`src/core/tvu_pkg.sv`:
```
package tvu_pkg;
  // ***********************************************
  // widths and trap numbers
  // ***********************************************
  localparam int unsigned VEC_W = 24;
  localparam int unsigned TRAP_W = 7;
  localparam int unsigned VEC_SHIFT = 2;
  localparam logic [TRAP_W-1:0] TRAP_RESET = 7'h00;
  localparam logic [TRAP_W-1:0] TRAP_UNMASK = 7'h02;
  localparam logic [TRAP_W-1:0] TRAP_STK_OVER = 7'h04;
  localparam logic [TRAP_W-1:0] TRAP_STK_UNDER = 7'h06;
  localparam logic [TRAP_W-1:0] TRAP_FAULT = 7'h0a;
  localparam logic [TRAP_W-1:0] TRAP_TIMER0 = 7'h20;
  localparam logic [TRAP_W-1:0] TRAP_TX_DONE = 7'h2a;
  localparam logic [TRAP_W-1:0] TRAP_TX_BUF = 7'h47;
  localparam logic [VEC_W-1:0] VEC_TX_BUF = 24'h00011c;
  localparam logic [VEC_W-1:0] VEC_FAULT = 24'h000028;
  localparam logic [VEC_W-1:0] VEC_ZERO = 24'h000000;
  // default node table: timer 0, transmit done, transmit buffer empty
  localparam int unsigned NODE_NUM = 3;
  localparam logic [NODE_NUM-1:0][TRAP_W-1:0] NODE_TRAPS =
    {TRAP_TX_BUF, TRAP_TX_DONE, TRAP_TIMER0};

  // ***********************************************
  // trap_cause_flags bit positions
  // ***********************************************
  localparam int unsigned FLG_W = 8;
  localparam int unsigned FLG_UNMASK = 0;
  localparam int unsigned FLG_STK_OVER = 1;
  localparam int unsigned FLG_STK_UNDER = 2;
  localparam int unsigned FLG_FAULT_LO = 3;
  localparam int unsigned FAULT_NUM = 5;
  localparam int unsigned CLASS_A_NUM = 3;

  // ***********************************************
  // register map (byte addresses) and reset values
  // ***********************************************
  localparam logic [7:0] REG_FLAGS = 8'h00;
  localparam logic [7:0] REG_MASK = 8'h04;
  localparam logic [7:0] REG_NODE_REQ = 8'h08;
  localparam logic [7:0] REG_NODE_EN = 8'h0c;
  localparam logic [7:0] REG_CTRL = 8'h10;
  localparam logic [7:0] REG_STAT = 8'h14;
  localparam logic [7:0] MASK_RST = 8'h00;
  localparam logic [31:0] RD_ZERO = 32'h00000000;

  typedef enum logic [2:0] {
    SRC_NONE, SRC_RESET, SRC_A, SRC_B, SRC_SOFT, SRC_NODE
  } tvu_src_type;

  typedef struct packed {
    logic valid;
    logic is_reset;
    logic [TRAP_W-1:0] trap_num;
    logic [VEC_W-1:0] vector;
  } tvu_branch_type;

  typedef struct packed {
    logic cyc;
    logic stb;
    logic we;
    logic [3:0] sel;
    logic [7:0] adr;
    logic [31:0] dat;
  } tvu_wb_req_type;
endpackage

```
`src/core/tvu_trap_unit.sv`:
```
// Implementation choices: the register addresses and the Wishbone register port.
module tvu_trap_unit
  import tvu_pkg::*;
#(
  parameter int unsigned NODES = NODE_NUM,
  parameter logic [NODES-1:0][TRAP_W-1:0] NODE_TRAP = NODE_TRAPS
) (
  input wire logic clk_in,
  input wire logic rst_in,
  input wire tvu_wb_req_type wb_req_in,
  output tvu_branch_type branch_out,
  output logic wb_ack_out,
  output logic [31:0] wb_dat_out,
  output logic irq_out,
  output logic [1:0] service_out,
  input wire logic unmaskable_req_n_in,
  input wire logic stack_overrun_in,
  input wire logic stack_underrun_in,
  input wire logic [FAULT_NUM-1:0] fault_in,
  input wire logic soft_reset_in,
  input wire logic watchdog_overflow_in,
  input wire logic soft_trap_in,
  input wire logic [TRAP_W-1:0] soft_trap_num_in,
  input wire logic [NODES-1:0] node_event_in,
  input wire logic branch_ack_in,
  input wire logic service_done_in
);

  // ***********************************************
  // state
  // ***********************************************
  logic [FLG_W-1:0] trap_cause_flags_reg;
  logic [FLG_W-1:0] mask_reg;
  logic [NODES-1:0] node_req_reg;
  logic [NODES-1:0] node_en_reg;
  logic ien_reg;
  logic [CLASS_A_NUM-1:0] pend_a_reg;
  logic pend_b_reg;
  logic pend_rst_reg;
  logic soft_pend_reg;
  logic [TRAP_W-1:0] soft_num_reg;
  logic svc_a_reg;
  logic svc_b_reg;
  tvu_src_type src_reg;
  logic [TRAP_W-1:0] idx_reg;
  tvu_branch_type branch_reg;
  logic ack_reg;
  logic [31:0] dat_reg;
  logic irq_reg;
  logic sync1_reg;
  logic sync2_reg;
  logic sync3_reg;

  // ***********************************************
  // unmaskable pin synchroniser, falling edge
  // ***********************************************
  // pin is asynchronous: two flops before the edge detector
  always_ff @(posedge clk_in or posedge rst_in) begin
    if (rst_in) begin
      sync1_reg <= 1'b1;
      sync2_reg <= 1'b1;
      sync3_reg <= 1'b1;
    end else begin
      sync1_reg <= unmaskable_req_n_in;
      sync2_reg <= sync1_reg;
      sync3_reg <= sync2_reg;
    end
  end

  wire unmask_edge = sync3_reg & ~sync2_reg;

  // ***********************************************
  // wishbone decode
  // ***********************************************
  wire bus_req = wb_req_in.cyc & wb_req_in.stb;
  wire bus_commit = bus_req & ack_reg;
  wire wr_en = bus_commit & wb_req_in.we & wb_req_in.sel[0];
  wire hit_flags = wb_req_in.adr == REG_FLAGS;
  wire hit_mask = wb_req_in.adr == REG_MASK;
  wire hit_nreq = wb_req_in.adr == REG_NODE_REQ;
  wire hit_nen = wb_req_in.adr == REG_NODE_EN;
  wire hit_ctrl = wb_req_in.adr == REG_CTRL;
  wire hit_stat = wb_req_in.adr == REG_STAT;
  wire [FLG_W-1:0] flag_clr = (wr_en & hit_flags) ? wb_req_in.dat[FLG_W-1:0] : '0;
  wire [NODES-1:0] nreq_clr = (wr_en & hit_nreq) ? wb_req_in.dat[NODES-1:0] : '0;
  // unmapped addresses read zero and ignore writes
  wire [31:0] rd_data =
    hit_flags ? {{(32-FLG_W){1'b0}}, trap_cause_flags_reg} :
    hit_mask ? {{(32-FLG_W){1'b0}}, mask_reg} :
    hit_nreq ? {{(32-NODES){1'b0}}, node_req_reg} :
    hit_nen ? {{(32-NODES){1'b0}}, node_en_reg} :
    hit_ctrl ? {31'h0, ien_reg} :
    hit_stat ? {25'h0, pend_rst_reg, pend_b_reg, pend_a_reg, svc_b_reg, svc_a_reg} :
    RD_ZERO;

  // ***********************************************
  // trap events and flags
  // ***********************************************
  wire [CLASS_A_NUM-1:0] a_event = {stack_underrun_in, stack_overrun_in, unmask_edge};
  wire b_event = |fault_in;
  wire rst_event = soft_reset_in | watchdog_overflow_in;
  wire [FLG_W-1:0] flag_set = {fault_in, a_event};
  // set wins over a write-one clear in the same cycle
  wire [FLG_W-1:0] flags_next = (trap_cause_flags_reg & ~flag_clr) | flag_set;

  // ***********************************************
  // selection among pending work
  // ***********************************************
  wire taken = branch_reg.valid & branch_ack_in;
  wire take_a = |pend_a_reg & ~svc_a_reg;
  wire take_b = pend_b_reg & ~svc_a_reg & ~svc_b_reg;
  wire in_trap = svc_a_reg | svc_b_reg;
  // trap services shut out ordinary nodes
  wire [NODES-1:0] node_live = node_req_reg & node_en_reg & {NODES{ien_reg & ~in_trap}};
  wire [1:0] a_idx = pend_a_reg[FLG_UNMASK] ? 2'd0 : pend_a_reg[FLG_STK_OVER] ? 2'd1 : 2'd2;
  wire [TRAP_W-1:0] a_trap = (a_idx == 2'd0) ? TRAP_UNMASK :
                            (a_idx == 2'd1) ? TRAP_STK_OVER : TRAP_STK_UNDER;
  logic [TRAP_W-1:0] node_idx;
  logic [TRAP_W-1:0] node_trap;

  // lowest node index wins; level arbitration lives elsewhere
  always_comb begin
    node_idx = '0;
    node_trap = NODE_TRAP[0];
    for (int i = NODES - 1; i >= 0; i--) begin
      if (node_live[i]) begin
        node_idx = TRAP_W'(i);
        node_trap = NODE_TRAP[i];
      end
    end
  end

  // fixed order: reset, class A, class B, software trap, nodes
  wire tvu_src_type sel_src = pend_rst_reg ? SRC_RESET :
                               take_a ? SRC_A :
                               take_b ? SRC_B :
                               soft_pend_reg ? SRC_SOFT :
                               (|node_live) ? SRC_NODE : SRC_NONE;
  wire [TRAP_W-1:0] sel_trap = (sel_src == SRC_RESET) ? TRAP_RESET :
                               (sel_src == SRC_A) ? a_trap :
                               (sel_src == SRC_B) ? TRAP_FAULT :
                               (sel_src == SRC_SOFT) ? soft_num_reg : node_trap;
  wire [TRAP_W-1:0] sel_idx = (sel_src == SRC_A) ? TRAP_W'(a_idx) : node_idx;
  // vector is always four times the trap number
  wire [VEC_W-1:0] sel_vec = {{(VEC_W-TRAP_W-VEC_SHIFT){1'b0}}, sel_trap, 2'b00};

  // ***********************************************
  // offer register toward the sequencer
  // ***********************************************
  // offer is re-chosen each cycle so a later reset or class A overtakes;
  // one idle cycle after each acknowledge avoids re-offering stale work
  always_ff @(posedge clk_in or posedge rst_in) begin
    if (rst_in) begin
      branch_reg <= '0;
      src_reg <= SRC_NONE;
      idx_reg <= '0;
    end else if (taken) begin
      branch_reg.valid <= 1'b0;
      src_reg <= SRC_NONE;
    end else begin
      branch_reg.valid <= sel_src != SRC_NONE;
      branch_reg.is_reset <= sel_src == SRC_RESET;
      branch_reg.trap_num <= sel_trap;
      branch_reg.vector <= sel_vec;
      src_reg <= sel_src;
      idx_reg <= sel_idx;
    end
  end

  // ***********************************************
  // pending traps and service nesting
  // ***********************************************
  wire ack_rst = taken & (src_reg == SRC_RESET);
  wire ack_a = taken & (src_reg == SRC_A);
  wire ack_b = taken & (src_reg == SRC_B);
  wire [CLASS_A_NUM-1:0] a_clr = ack_a ? CLASS_A_NUM'(1) << idx_reg[1:0] : '0;

  // hardware reset leaves a reset branch pending
  always_ff @(posedge clk_in or posedge rst_in) begin
    if (rst_in) begin
      pend_rst_reg <= 1'b1;
      pend_a_reg <= '0;
      pend_b_reg <= 1'b0;
    end else begin
      pend_rst_reg <= rst_event | (pend_rst_reg & ~ack_rst);
      pend_a_reg <= a_event | (pend_a_reg & ~a_clr & {CLASS_A_NUM{~ack_rst}});
      pend_b_reg <= b_event | (pend_b_reg & ~ack_b & ~ack_rst);
    end
  end

  // class A may nest over class B; done pops the innermost
  always_ff @(posedge clk_in or posedge rst_in) begin
    if (rst_in) begin
      svc_a_reg <= 1'b0;
      svc_b_reg <= 1'b0;
    end else if (ack_rst) begin
      svc_a_reg <= 1'b0;
      svc_b_reg <= 1'b0;
    end else begin
      svc_a_reg <= ack_a | (svc_a_reg & ~service_done_in);
      svc_b_reg <= ack_b | (svc_b_reg & ~(service_done_in & ~svc_a_reg));
    end
  end

  // software trap runs at current priority: no class gating
  always_ff @(posedge clk_in or posedge rst_in) begin
    if (rst_in) begin
      soft_pend_reg <= 1'b0;
      soft_num_reg <= '0;
    end else begin
      soft_pend_reg <= soft_trap_in | (soft_pend_reg & ~(taken & (src_reg == SRC_SOFT)));
      if (soft_trap_in) begin
        soft_num_reg <= soft_trap_num_in;
      end
    end
  end

  // ***********************************************
  // interrupt nodes
  // ***********************************************
  wire [NODES-1:0] node_clr =
    (taken & (src_reg == SRC_NODE)) ? NODES'(1) << idx_reg : '0;

  // request flag set wins over service and write-one clear
  always_ff @(posedge clk_in or posedge rst_in) begin
    if (rst_in) begin
      node_req_reg <= '0;
    end else begin
      node_req_reg <= node_event_in | (node_req_reg & ~node_clr & ~nreq_clr);
    end
  end

  // ***********************************************
  // software registers and bus answer
  // ***********************************************
  always_ff @(posedge clk_in or posedge rst_in) begin
    if (rst_in) begin
      trap_cause_flags_reg <= '0;
      mask_reg <= MASK_RST;
      node_en_reg <= '0;
      ien_reg <= 1'b0;
    end else begin
      trap_cause_flags_reg <= flags_next;
      if (wr_en & hit_mask) begin
        mask_reg <= wb_req_in.dat[FLG_W-1:0];
      end
      if (wr_en & hit_nen) begin
        node_en_reg <= wb_req_in.dat[NODES-1:0];
      end
      if (wr_en & hit_ctrl) begin
        ien_reg <= wb_req_in.dat[0];
      end
    end
  end

  // ack one cycle after the strobe, dropped the cycle after
  always_ff @(posedge clk_in or posedge rst_in) begin
    if (rst_in) begin
      ack_reg <= 1'b0;
      dat_reg <= '0;
      irq_reg <= 1'b0;
    end else begin
      ack_reg <= bus_req & ~ack_reg;
      dat_reg <= rd_data;
      irq_reg <= |(flags_next & mask_reg); // mask gates the pin only
    end
  end

  assign branch_out = branch_reg;
  assign wb_ack_out = ack_reg;
  assign wb_dat_out = dat_reg;
  assign irq_out = irq_reg;
  assign service_out = {svc_b_reg, svc_a_reg};
endmodule

```
`config.mk`:
```
export PLATFORM = sky130hd
export DESIGN_NAME = tvu_trap_unit
export DESIGN_NICKNAME = d
export VERILOG_FILES = /design/src/core/tvu_pkg.sv /design/src/core/tvu_trap_unit.sv
export SDC_FILE = /design/constraint.sdc
export NUM_CORES = 1
export LEC_CHECK = 0
export BUFFER_PORTS_ARGS = -buffer_cell sky130_fd_sc_hd__buf_2
export CORE_MARGIN = 8
export CORE_UTILIZATION = 25
export DETAILED_ROUTE_END_ITERATION = 6
export PLACE_DENSITY = 0.48
export SLEW_MARGIN = 10
export SYNTH_ARGS = -nofsm -noshare
export SYNTH_HDL_FRONTEND = slang
export SYNTH_SLANG_ARGS = --single-unit
```
`constraint.sdc`:
```
create_clock -name clk_in -period 2.3 [get_ports clk_in]
set_input_delay 0.115 -clock clk_in [delete_from_list [all_inputs] [get_ports clk_in]]
set_output_delay 0.115 -clock clk_in [all_outputs]
set_load 0.01 [all_outputs]
```
# ---- Yosys cells after proc, flatten, opt, wreduce, memory -nomap -nowiden
# Index checks and enable logic that the tools add are counted.
dict set report totals {
  regBits 70
  input_bits 72
  out_inout_bits 69
}
dict set report classes {
  eq_ne 15
  n_shift 2
  n_mux 34
  bitwise 60
  reduce_logical 7
}
# operator count
set ops {}
lappend ops {{$mux W7} 14}
lappend ops {{$mux W3} 10}
lappend ops {{$and A1 B1 Y1} 28}
lappend ops {{$mux W8} 3}
lappend ops {{$and A3 B3 Y3} 6}
lappend ops {{$and A8 B8 Y8} 2}
lappend ops {{$eq A8 B4 Y1 const B} 2}
lappend ops {{$eq A8 B5 Y1 const B} 2}
lappend ops {{$eq A3 B2 Y1 const B} 4}
lappend ops {{$not A1 Y1} 10}
lappend ops {{$eq A3 B3 Y1 const B} 3}
lappend ops {{$not A3 Y3} 3}
lappend ops {{$eq A8 B3 Y1 const B} 1}
lappend ops {{$logic_not A8 Y1} 1}
lappend ops {{$mux W2} 4}
lappend ops {{$not A8 Y8} 1}
lappend ops {{$or A8 B8 Y8} 1}
lappend ops {{$reduce_or A8 Y1} 1}
lappend ops {{$or A1 B1 Y1} 7}
lappend ops {{$shl A1 B7 Y3 const A} 1}
lappend ops {{$eq A3 B1 Y1 const B} 2}
lappend ops {{$or A3 B3 Y3} 2}
lappend ops {{$reduce_or A3 Y1} 2}
lappend ops {{$reduce_or A5 Y1} 1}
lappend ops {{other kinds (5)} 7}

# ---- Logic depth before layout (Yosys ltp)
# Gate-level depths: netlist of run 1.
dict set report logic_depth {
  depth_word 15
  ltp_mapped 6
}

# ---- Worst setup path after synthesis of run 1
# Ideal clock, no wire load.
dict set report synth_timing {
  kind {reg-to-reg}
  startpoint {register pend_a_reg[0]}
  endpoint {register branch_reg, in the netlist branch_out[29]}
  arrival_time_ns 1.663
  required_ns 2.178
  path_slack_ns 0.516
  stages_incl_launch_ff 7
  path_buffers 1
  synth_period_minus_slack_ns 1.784
  cell_sequence {dfrtp_1 -> or3_1 -> buf_6 -> o31a_1 -> nor3_1 -> a21oi_1 -> a32o_1}
}
dict set report synth_via {
  elab_chain_cells 9
  elab_cells_between_ends 12
}
# item line_no
set synth_rtl {}
lappend synth_rtl {{from (decl)} tvu_trap_unit.sv:37} ;# logic [CLASS_A_NUM-1:0] pend_a_reg;
lappend synth_rtl {{from (signal assigned)} tvu_trap_unit.sv:186} ;# pend_a_reg <= a_event | (pend_a_reg & ~a_clr & {CLASS_A_NUM{~ack_rst}});
lappend synth_rtl {{$reduce_or A3 Y1 (*)} tvu_trap_unit.sv:110} ;# wire take_a = |pend_a_reg & ~svc_a_reg;
lappend synth_rtl {{$and A1 B1 Y1 (*)} tvu_trap_unit.sv:110}
lappend synth_rtl {{$mux W3 (*)} tvu_trap_unit.sv:135} ;# take_a ? SRC_A :
lappend synth_rtl {{$mux W3 (*)} tvu_trap_unit.sv:134} ;# wire tvu_src_type sel_src = pend_rst_reg ? SRC_RESET :
lappend synth_rtl {{$eq A3 B3 Y1} tvu_trap_unit.sv:142} ;# (sel_src == SRC_SOFT) ? soft_num_reg : node_trap;
lappend synth_rtl {{$mux W7} tvu_trap_unit.sv:142}
lappend synth_rtl {{$mux W7} tvu_trap_unit.sv:141} ;# (sel_src == SRC_B) ? TRAP_FAULT :
lappend synth_rtl {{$mux W7} tvu_trap_unit.sv:140} ;# (sel_src == SRC_A) ? a_trap :
lappend synth_rtl {{$mux W7 (*)} tvu_trap_unit.sv:139} ;# wire [TRAP_W-1:0] sel_trap = (sel_src == SRC_RESET) ? TRAP_RESET :
lappend synth_rtl {{to (decl)} tvu_trap_unit.sv:46} ;# tvu_branch_type branch_reg;
# Mark *: on every way between the ends. The rest lies on a longest branch, timed or not.
# A chain may end at the register's enable or synchronous reset.

# ---- Worst setup path in the final report of run 1
dict set report layout_timing {
  startpoint {register branch_reg, in the netlist branch_out[32]}
  endpoint {register pend_rst_reg}
}
dict set report layout_via {
  elab_chain_cells 5
}
# item line_no
set layout_rtl {}
lappend layout_rtl {{$and A1 B1 Y1} tvu_trap_unit.sv:109} ;# wire taken = branch_reg.valid & branch_ack_in;
lappend layout_rtl {{$and A1 B1 Y1} tvu_trap_unit.sv:173} ;# wire ack_rst = taken & (src_reg == SRC_RESET);
lappend layout_rtl {{$not A1 Y1} tvu_trap_unit.sv:185} ;# pend_rst_reg <= rst_event | (pend_rst_reg & ~ack_rst);
lappend layout_rtl {{$and A1 B1 Y1} tvu_trap_unit.sv:185}
lappend layout_rtl {{$or A1 B1 Y1} tvu_trap_unit.sv:185}
lappend layout_rtl {{to (signal assigned)} tvu_trap_unit.sv:185}
lappend layout_rtl {{to (decl)} tvu_trap_unit.sv:39} ;# logic pend_rst_reg;
# Every way passes these cells.

==> results of run 1 <==
==> cell usage in the layout, fill, tap and decap left out, types with 3 or more instances in the layout <==
cell type and n:
dlygate4sd3_1 8, buf_4 14, inv_1 9, a22oi_1 5, or3_1 3, and3_1 3
a31o_2 4, mux2_1 8, nand3_1 5, a21oi_1 10, buf_2 72, o21ai_1 4
dfrtp_1 61, a222oi_1 3, nor3_1 8, a31oi_1 12, dfstp_2 4, mux2i_1 4
clkbuf_16 9, conb_1 41, mux2_2 11, nor2_1 21, nor2b_1 5, a21o_1 6
nor4b_1 3, o21ai_0 10, nand2_1 46
==> kinds of logic (layout without fill, tap and decap cells) <==
logic type	Yosys count	count (layout)	synth area share, %
flops	65	65	47.6
simple gates	111	111	16.3
mux	23	23	7.41
buf+inv	71	120	13.9
compound gates	71	71	14.7
other cells	1	41	0.109
==> stage by stage <==
step	setup slack, ns	instances	total power, µW
after CTS	0.300	611	2910
after floorplan	0.516	382	1390
after global routing	0.202	611	2990
after global placement	0.381	588	1450
final	0.301	611	2880
after detailed placement	0.400	588	1450
==> area by class of cell <==
cell class / count / share of cell area, %
clock inverters: 3 / 1.53
multi-input cells: 246 / 34.7
well taps: 180 / 5.31
flip-flops and latches: 65 / 38.5
repair buffers: 95 / 13.3
clock buffers: 12 / 5.81
inverters: 10 / 0.885
==> path summary, 6_finish.rpt <==
kind                            slack (ns)  depth (start not counted)      startpoint                      end
max in group asynchronous             1.58                          4          rst_in                sync2_reg
worst max-delay path                  0.30                          5  branch_out[32]             pend_rst_reg
worst min-delay path                  0.01                          2     fault_in[4]  trap_cause_flags_reg[7]
worst max register to register        0.30                          5  branch_out[32]             pend_rst_reg
min in group asynchronous             0.41                          4          rst_in            wb_dat_out[7]
worst min register to register        0.35                          0       sync1_reg                sync2_reg
==> per-layer routing <==
metal,share of wire (%),wire length (µm),vias to the layer above,track usage (%)
li1,-,-,1284,-
met3,7.4,683,9,3.77
met5,0,0,-,0
met1,46,4210,1270,13.5
met4,1.1,97,0,2.99
met2,46,4220,97,16.4
==> power by group <==
part	total (µW)	internal, µW	switching [µW]
clock network	1440	970	469
registers	1200	1180	20.6
logic	238	90.5	148
==> impl_metrics.env, run 1 <==
export IMPL_tightest_slew_ns=0.717
export IMPL_post_dp_cell_area_um2=3850
export IMPL_postCtsSetupBuffers=0
export IMPL_grt_pass1_wl_mm=14.8
export IMPL_path_max_fanout=5
export IMPL_ys_types=55
export IMPL_ir_drop_mv=0.358
export IMPL_cpPeakStageDelay_ns=0.56
export IMPL_final_setup_tns_ns=0
export IMPL_routed_wl_mm=9.21
export IMPL_layout_drive_gt1_share_pct=29.9
export IMPL_syn_area_um2=3430
export IMPL_rsz0062_at_grt="false"
export IMPL_drv_cap=0
export IMPL_seq_area_um2=1630
export IMPL_synth_top_area_share_pct=44.5
export IMPL_nets=499
export IMPL_stdcell_area_um2=4240
export IMPL_syn_inst=342
export IMPL_slew_headroom_pct=51.5
export IMPL_fin_crit_ns=2.00
export IMPL_clock_sinks=65
export IMPL_finalSetupViolCount=0
export IMPL_cellLeakagePower_uw=0.00199
export IMPL_largest_reg_flops=9
export IMPL_place_gp_congestion=0.811
export IMPL_hpwl_mm=7.18
export IMPL_cts_root_buf="clkbuf_16"
export IMPL_cp_required_ns=2.55
export IMPL_dr_total_vias=2660
export IMPL_crit_buf_inv=1
export IMPL_drc=0
export IMPL_status="complete, no violations"
export IMPL_ctsResizeCount=0
export IMPL_rows=43
export IMPL_io_buffers=72
export IMPL_min_path_type="input pin to flip-flop"
export IMPL_synth_seq_cells=65
export IMPL_dr_pass1_iters=4
export IMPL_pin_count=141
export IMPL_antenna_found_initial=0
export IMPL_cts_buffer_depth=2
export IMPL_synthTopCellsByArea="dfrtp_1, buf_4, nand2_1"
export IMPL_grt_usage_pct=10.5
export IMPL_critPathTopFamily="simple AND/OR/NAND/NOR gates"
export IMPL_worstPathCellList="and2_1 > nand2_1 > or3_1 > a211o_1 > dlygate4sd3_1"
export IMPL_initial_utilization_pct=25.1
export IMPL_worstSkewPairLatency_ns=0.33
export IMPL_synth_most_common_cell="dfrtp_1"
export IMPL_max_freq_mhz=500
export IMPL_synth_edf_count=0
export IMPL_period_share_pct=86.9
export IMPL_die_area_um2=17700
export IMPL_core_area_um2=13700
export IMPL_avgRoutedWirePerCell_um=15.1
export IMPL_seq_area_frac_synth_pct=47.6
export IMPL_multi_input_area_um2=1470
export IMPL_ant_nets=0
export IMPL_async_flop_share_pct=100
export IMPL_yosys_top_cells_count="dfrtp_1, buf_4, nand2_1, nor2_1, a31oi_1"
export IMPL_die_w_um=133
export IMPL_synthToLayoutAreaGrowth_pct=23.7
export IMPL_viasPerCell=4.35
export IMPL_skew_ns=0.00535
export IMPL_hold_viol_final=0
export IMPL_overflow=0
export IMPL_utilization_pct=31.0
export IMPL_cp_start_kind="flip-flop"
export IMPL_cp_end_kind="flip-flop"
export IMPL_htreeDepth=3
export IMPL_grt_max_degree=66
export IMPL_timing_worst_setup_path_type="flip-flop to flip-flop"
export IMPL_antenna_cells=0
export IMPL_fillers=1458
export IMPL_hold_ws_ns=0.0124
export IMPL_slowest_stage="dlygate4sd3_1"
export IMPL_clk_pin_slew_ns=0.05
export IMPL_drv_slew=0
export IMPL_die_y_um=133
export IMPL_synth_ff_type="dfrtp_1"
export IMPL_grt_pass1_vias=2763
export IMPL_yosys_area_top_type="dfrtp_1"
export IMPL_power_density_nw_per_um2=678
export IMPL_cts_tree="done"
export IMPL_cp_arrival_ns=2.25
export IMPL_cts_buffers_inserted=9
export IMPL_synth_avg_cell_area_um2=10.0
export IMPL_hold_buffers=8
export IMPL_drtIter0Drc=176
export IMPL_yosysWarnings=0
(Power assumes the default switching activity.)
==> inputs of run 2 (changes only) <==
--- a/config.mk
+++ b/config.mk
@@ -6,10 +6,12 @@
 export NUM_CORES = 1
 export LEC_CHECK = 0
 export BUFFER_PORTS_ARGS = -buffer_cell sky130_fd_sc_hd__buf_2
+export CELL_PAD_IN_SITES_DETAIL_PLACEMENT = 1
+export CELL_PAD_IN_SITES_GLOBAL_PLACEMENT = 1
 export CORE_MARGIN = 8
 export CORE_UTILIZATION = 25
 export DETAILED_ROUTE_END_ITERATION = 6
-export PLACE_DENSITY = 0.48
+export PLACE_DENSITY = 0.61
 export SLEW_MARGIN = 10
 export SYNTH_ARGS = -nofsm -noshare
 export SYNTH_HDL_FRONTEND = slang
==> run 2 against run 1 <==
Critical endpoint is now branch_out[28]. Hold slack better by 0.0077 ns. Design area up 0.18%. Non-clock buffer count unchanged. Via count up 1.6%. Wire length up 8.5%. Core utilization up 0.055 points.
==> impl_metrics.env, run 2 (same netlist as run 1, synthesis figures left out) <==
export IMPL_tightest_slew_ns=0.723
export IMPL_drv_cap=0
export IMPL_path_max_fanout=6
export IMPL_cts_tree="done"
export IMPL_final_common_cell="buf_2"
export IMPL_power_density_nw_per_um2=674
export IMPL_cp_required_ns=2.51
export IMPL_antenna_found_initial=0
export IMPL_layout_common_cells="buf_2, dfrtp_1, nand2_1"
export IMPL_ant_nets=0
export IMPL_dr_total_vias=2703
export IMPL_cp_end_kind="flip-flop"
export IMPL_layout_drive_gt1_share_pct=30.3
export IMPL_clock_sinks=65
export IMPL_cp_startpoint="pend_a_reg[2]"
export IMPL_die_w_um=133
export IMPL_initial_utilization_pct=25.1
export IMPL_r2r_start="pend_a_reg[2]"
export IMPL_antenna_cells=0
export IMPL_skew_ns=0.00624
export IMPL_report_power_total_uw=2860
export IMPL_dr_pass1_iters=4
export IMPL_hold_viol_final=0
export IMPL_hpwl_mm=7.86
export IMPL_overflow=0
export IMPL_fin_crit_ns=1.95
export IMPL_final_cells=612
export IMPL_postCtsSetupBuffers=0
export IMPL_routed_wl_mm=9.99
export IMPL_clk_pin_slew_ns=0.05
export IMPL_cellLeakagePower_uw=0.00199
export IMPL_dpl_cell_count=587
export IMPL_grt_pass1_wl_mm=16.2
export IMPL_drc=0
export IMPL_period_share_pct=84.6
export IMPL_max_freq_mhz=514
export IMPL_largest_reg_flops=9
export IMPL_drv_slew=0
export IMPL_viasPerCell=4.42
export IMPL_utilization_pct=31.1
export IMPL_grt_usage_pct=11.6
export IMPL_post_dp_cell_area_um2=3840
export IMPL_critPathTopFamily="compound AO/OA/AOI/OAI gates"
export IMPL_min_path_type="input pin to flip-flop"
export IMPL_die_y_um=133
export IMPL_nets=499
export IMPL_place_gp_congestion=0.754
export IMPL_slowest_stage="or3_1"
export IMPL_grt_max_degree=50
export IMPL_synthToLayoutAreaGrowth_pct=23.9
export IMPL_finalSetupViolCount=0
export IMPL_ir_drop_mv=0.354
export IMPL_avgRoutedWirePerCell_um=16.3
export IMPL_crit_buf_inv=1
export IMPL_rsz0062_at_grt="false"
export IMPL_cp_start_kind="flip-flop"
export IMPL_grt_pass1_vias=3033
export IMPL_final_setup_tns_ns=0
export IMPL_worstSkewPairLatency_ns=0.33
export IMPL_core_area_um2=13700
export IMPL_cp_arrival_ns=2.16
export IMPL_cpPeakStageDelay_ns=0.47
export IMPL_pin_count=141
export IMPL_drtIter0Drc=99
export IMPL_io_buffers=72
export IMPL_timing_worst_setup_path_type="flip-flop to flip-flop"
export IMPL_ctsResizeCount=0
export IMPL_rows=43
export IMPL_cts_buffers_inserted=9
export IMPL_worstHoldStart="soft_trap_num_in[2]"
export IMPL_cts_buffer_depth=2
export IMPL_die_area_um2=17700
export IMPL_cts_root_buf="clkbuf_16"
export IMPL_stdcell_area_um2=4250
export IMPL_htreeDepth=3
export IMPL_slew_headroom_pct=51.1
export IMPL_worstPathCellList="or3_1 > a2111oi_2 > a311oi_1 > buf_4 > a32o_1"
export IMPL_status="complete, no violations"
## run 2: where the power goes
part           internal [µW]  switching (µW)
sequential              1180            22.3
clock                    925             497
combinational           90.8             149
## run 2: final timing paths
kind                              endpoint  slack, ns  cells after the start
setup / recovery            branch_out[28]       0.35                      5
hold / removal             soft_num_reg[2]       0.02                      2
setup reg to reg            branch_out[28]       0.35                      5
hold reg to reg                  sync2_reg       0.36                      0
max in group asynchronous        sync1_reg       1.34                      4
min in group asynchronous    wb_dat_out[4]       0.32                      3
## run 2: timing repair
item,in CTS,in global routing
hold buffers,9,0
endpoints found under the hold margin,23,0
endpoints found under the setup margin,0,0
## run 2: layer usage
metal	part of all wire, %	global-route usage (%)	up-vias
li1	-	-	1291
met1	46	14.2	1321
met2	47	18.8	84
met3	5.7	4.41	7
met4	0.84	2.62	0
met5	0	0	-
## run 2: layout make-up
| type | instances | area, µm² |
|---|---|---|
| Fill cell | 1627 | 9420 |
| Sequential cell | 65 | 1630 |
| Multi-Input combinational cell | 246 | 1470 |
| Timing Repair Buffer | 95 | 568 |
| Clock buffer | 12 | 267 |
| Tap cell | 180 | 225 |
| Clock inverter | 4 | 50.0 |
| Inverter | 10 | 37.5 |
## run 2: metrics by stage
step	worst slack (ns)	hold slack [ns]
after floorplan	0.516	0.119
after global placement	0.408	0.113
after detailed placement	0.375	0.116
after CTS	0.328	0.00386
after global routing	0.193	0.0146
final	0.353	0.0202
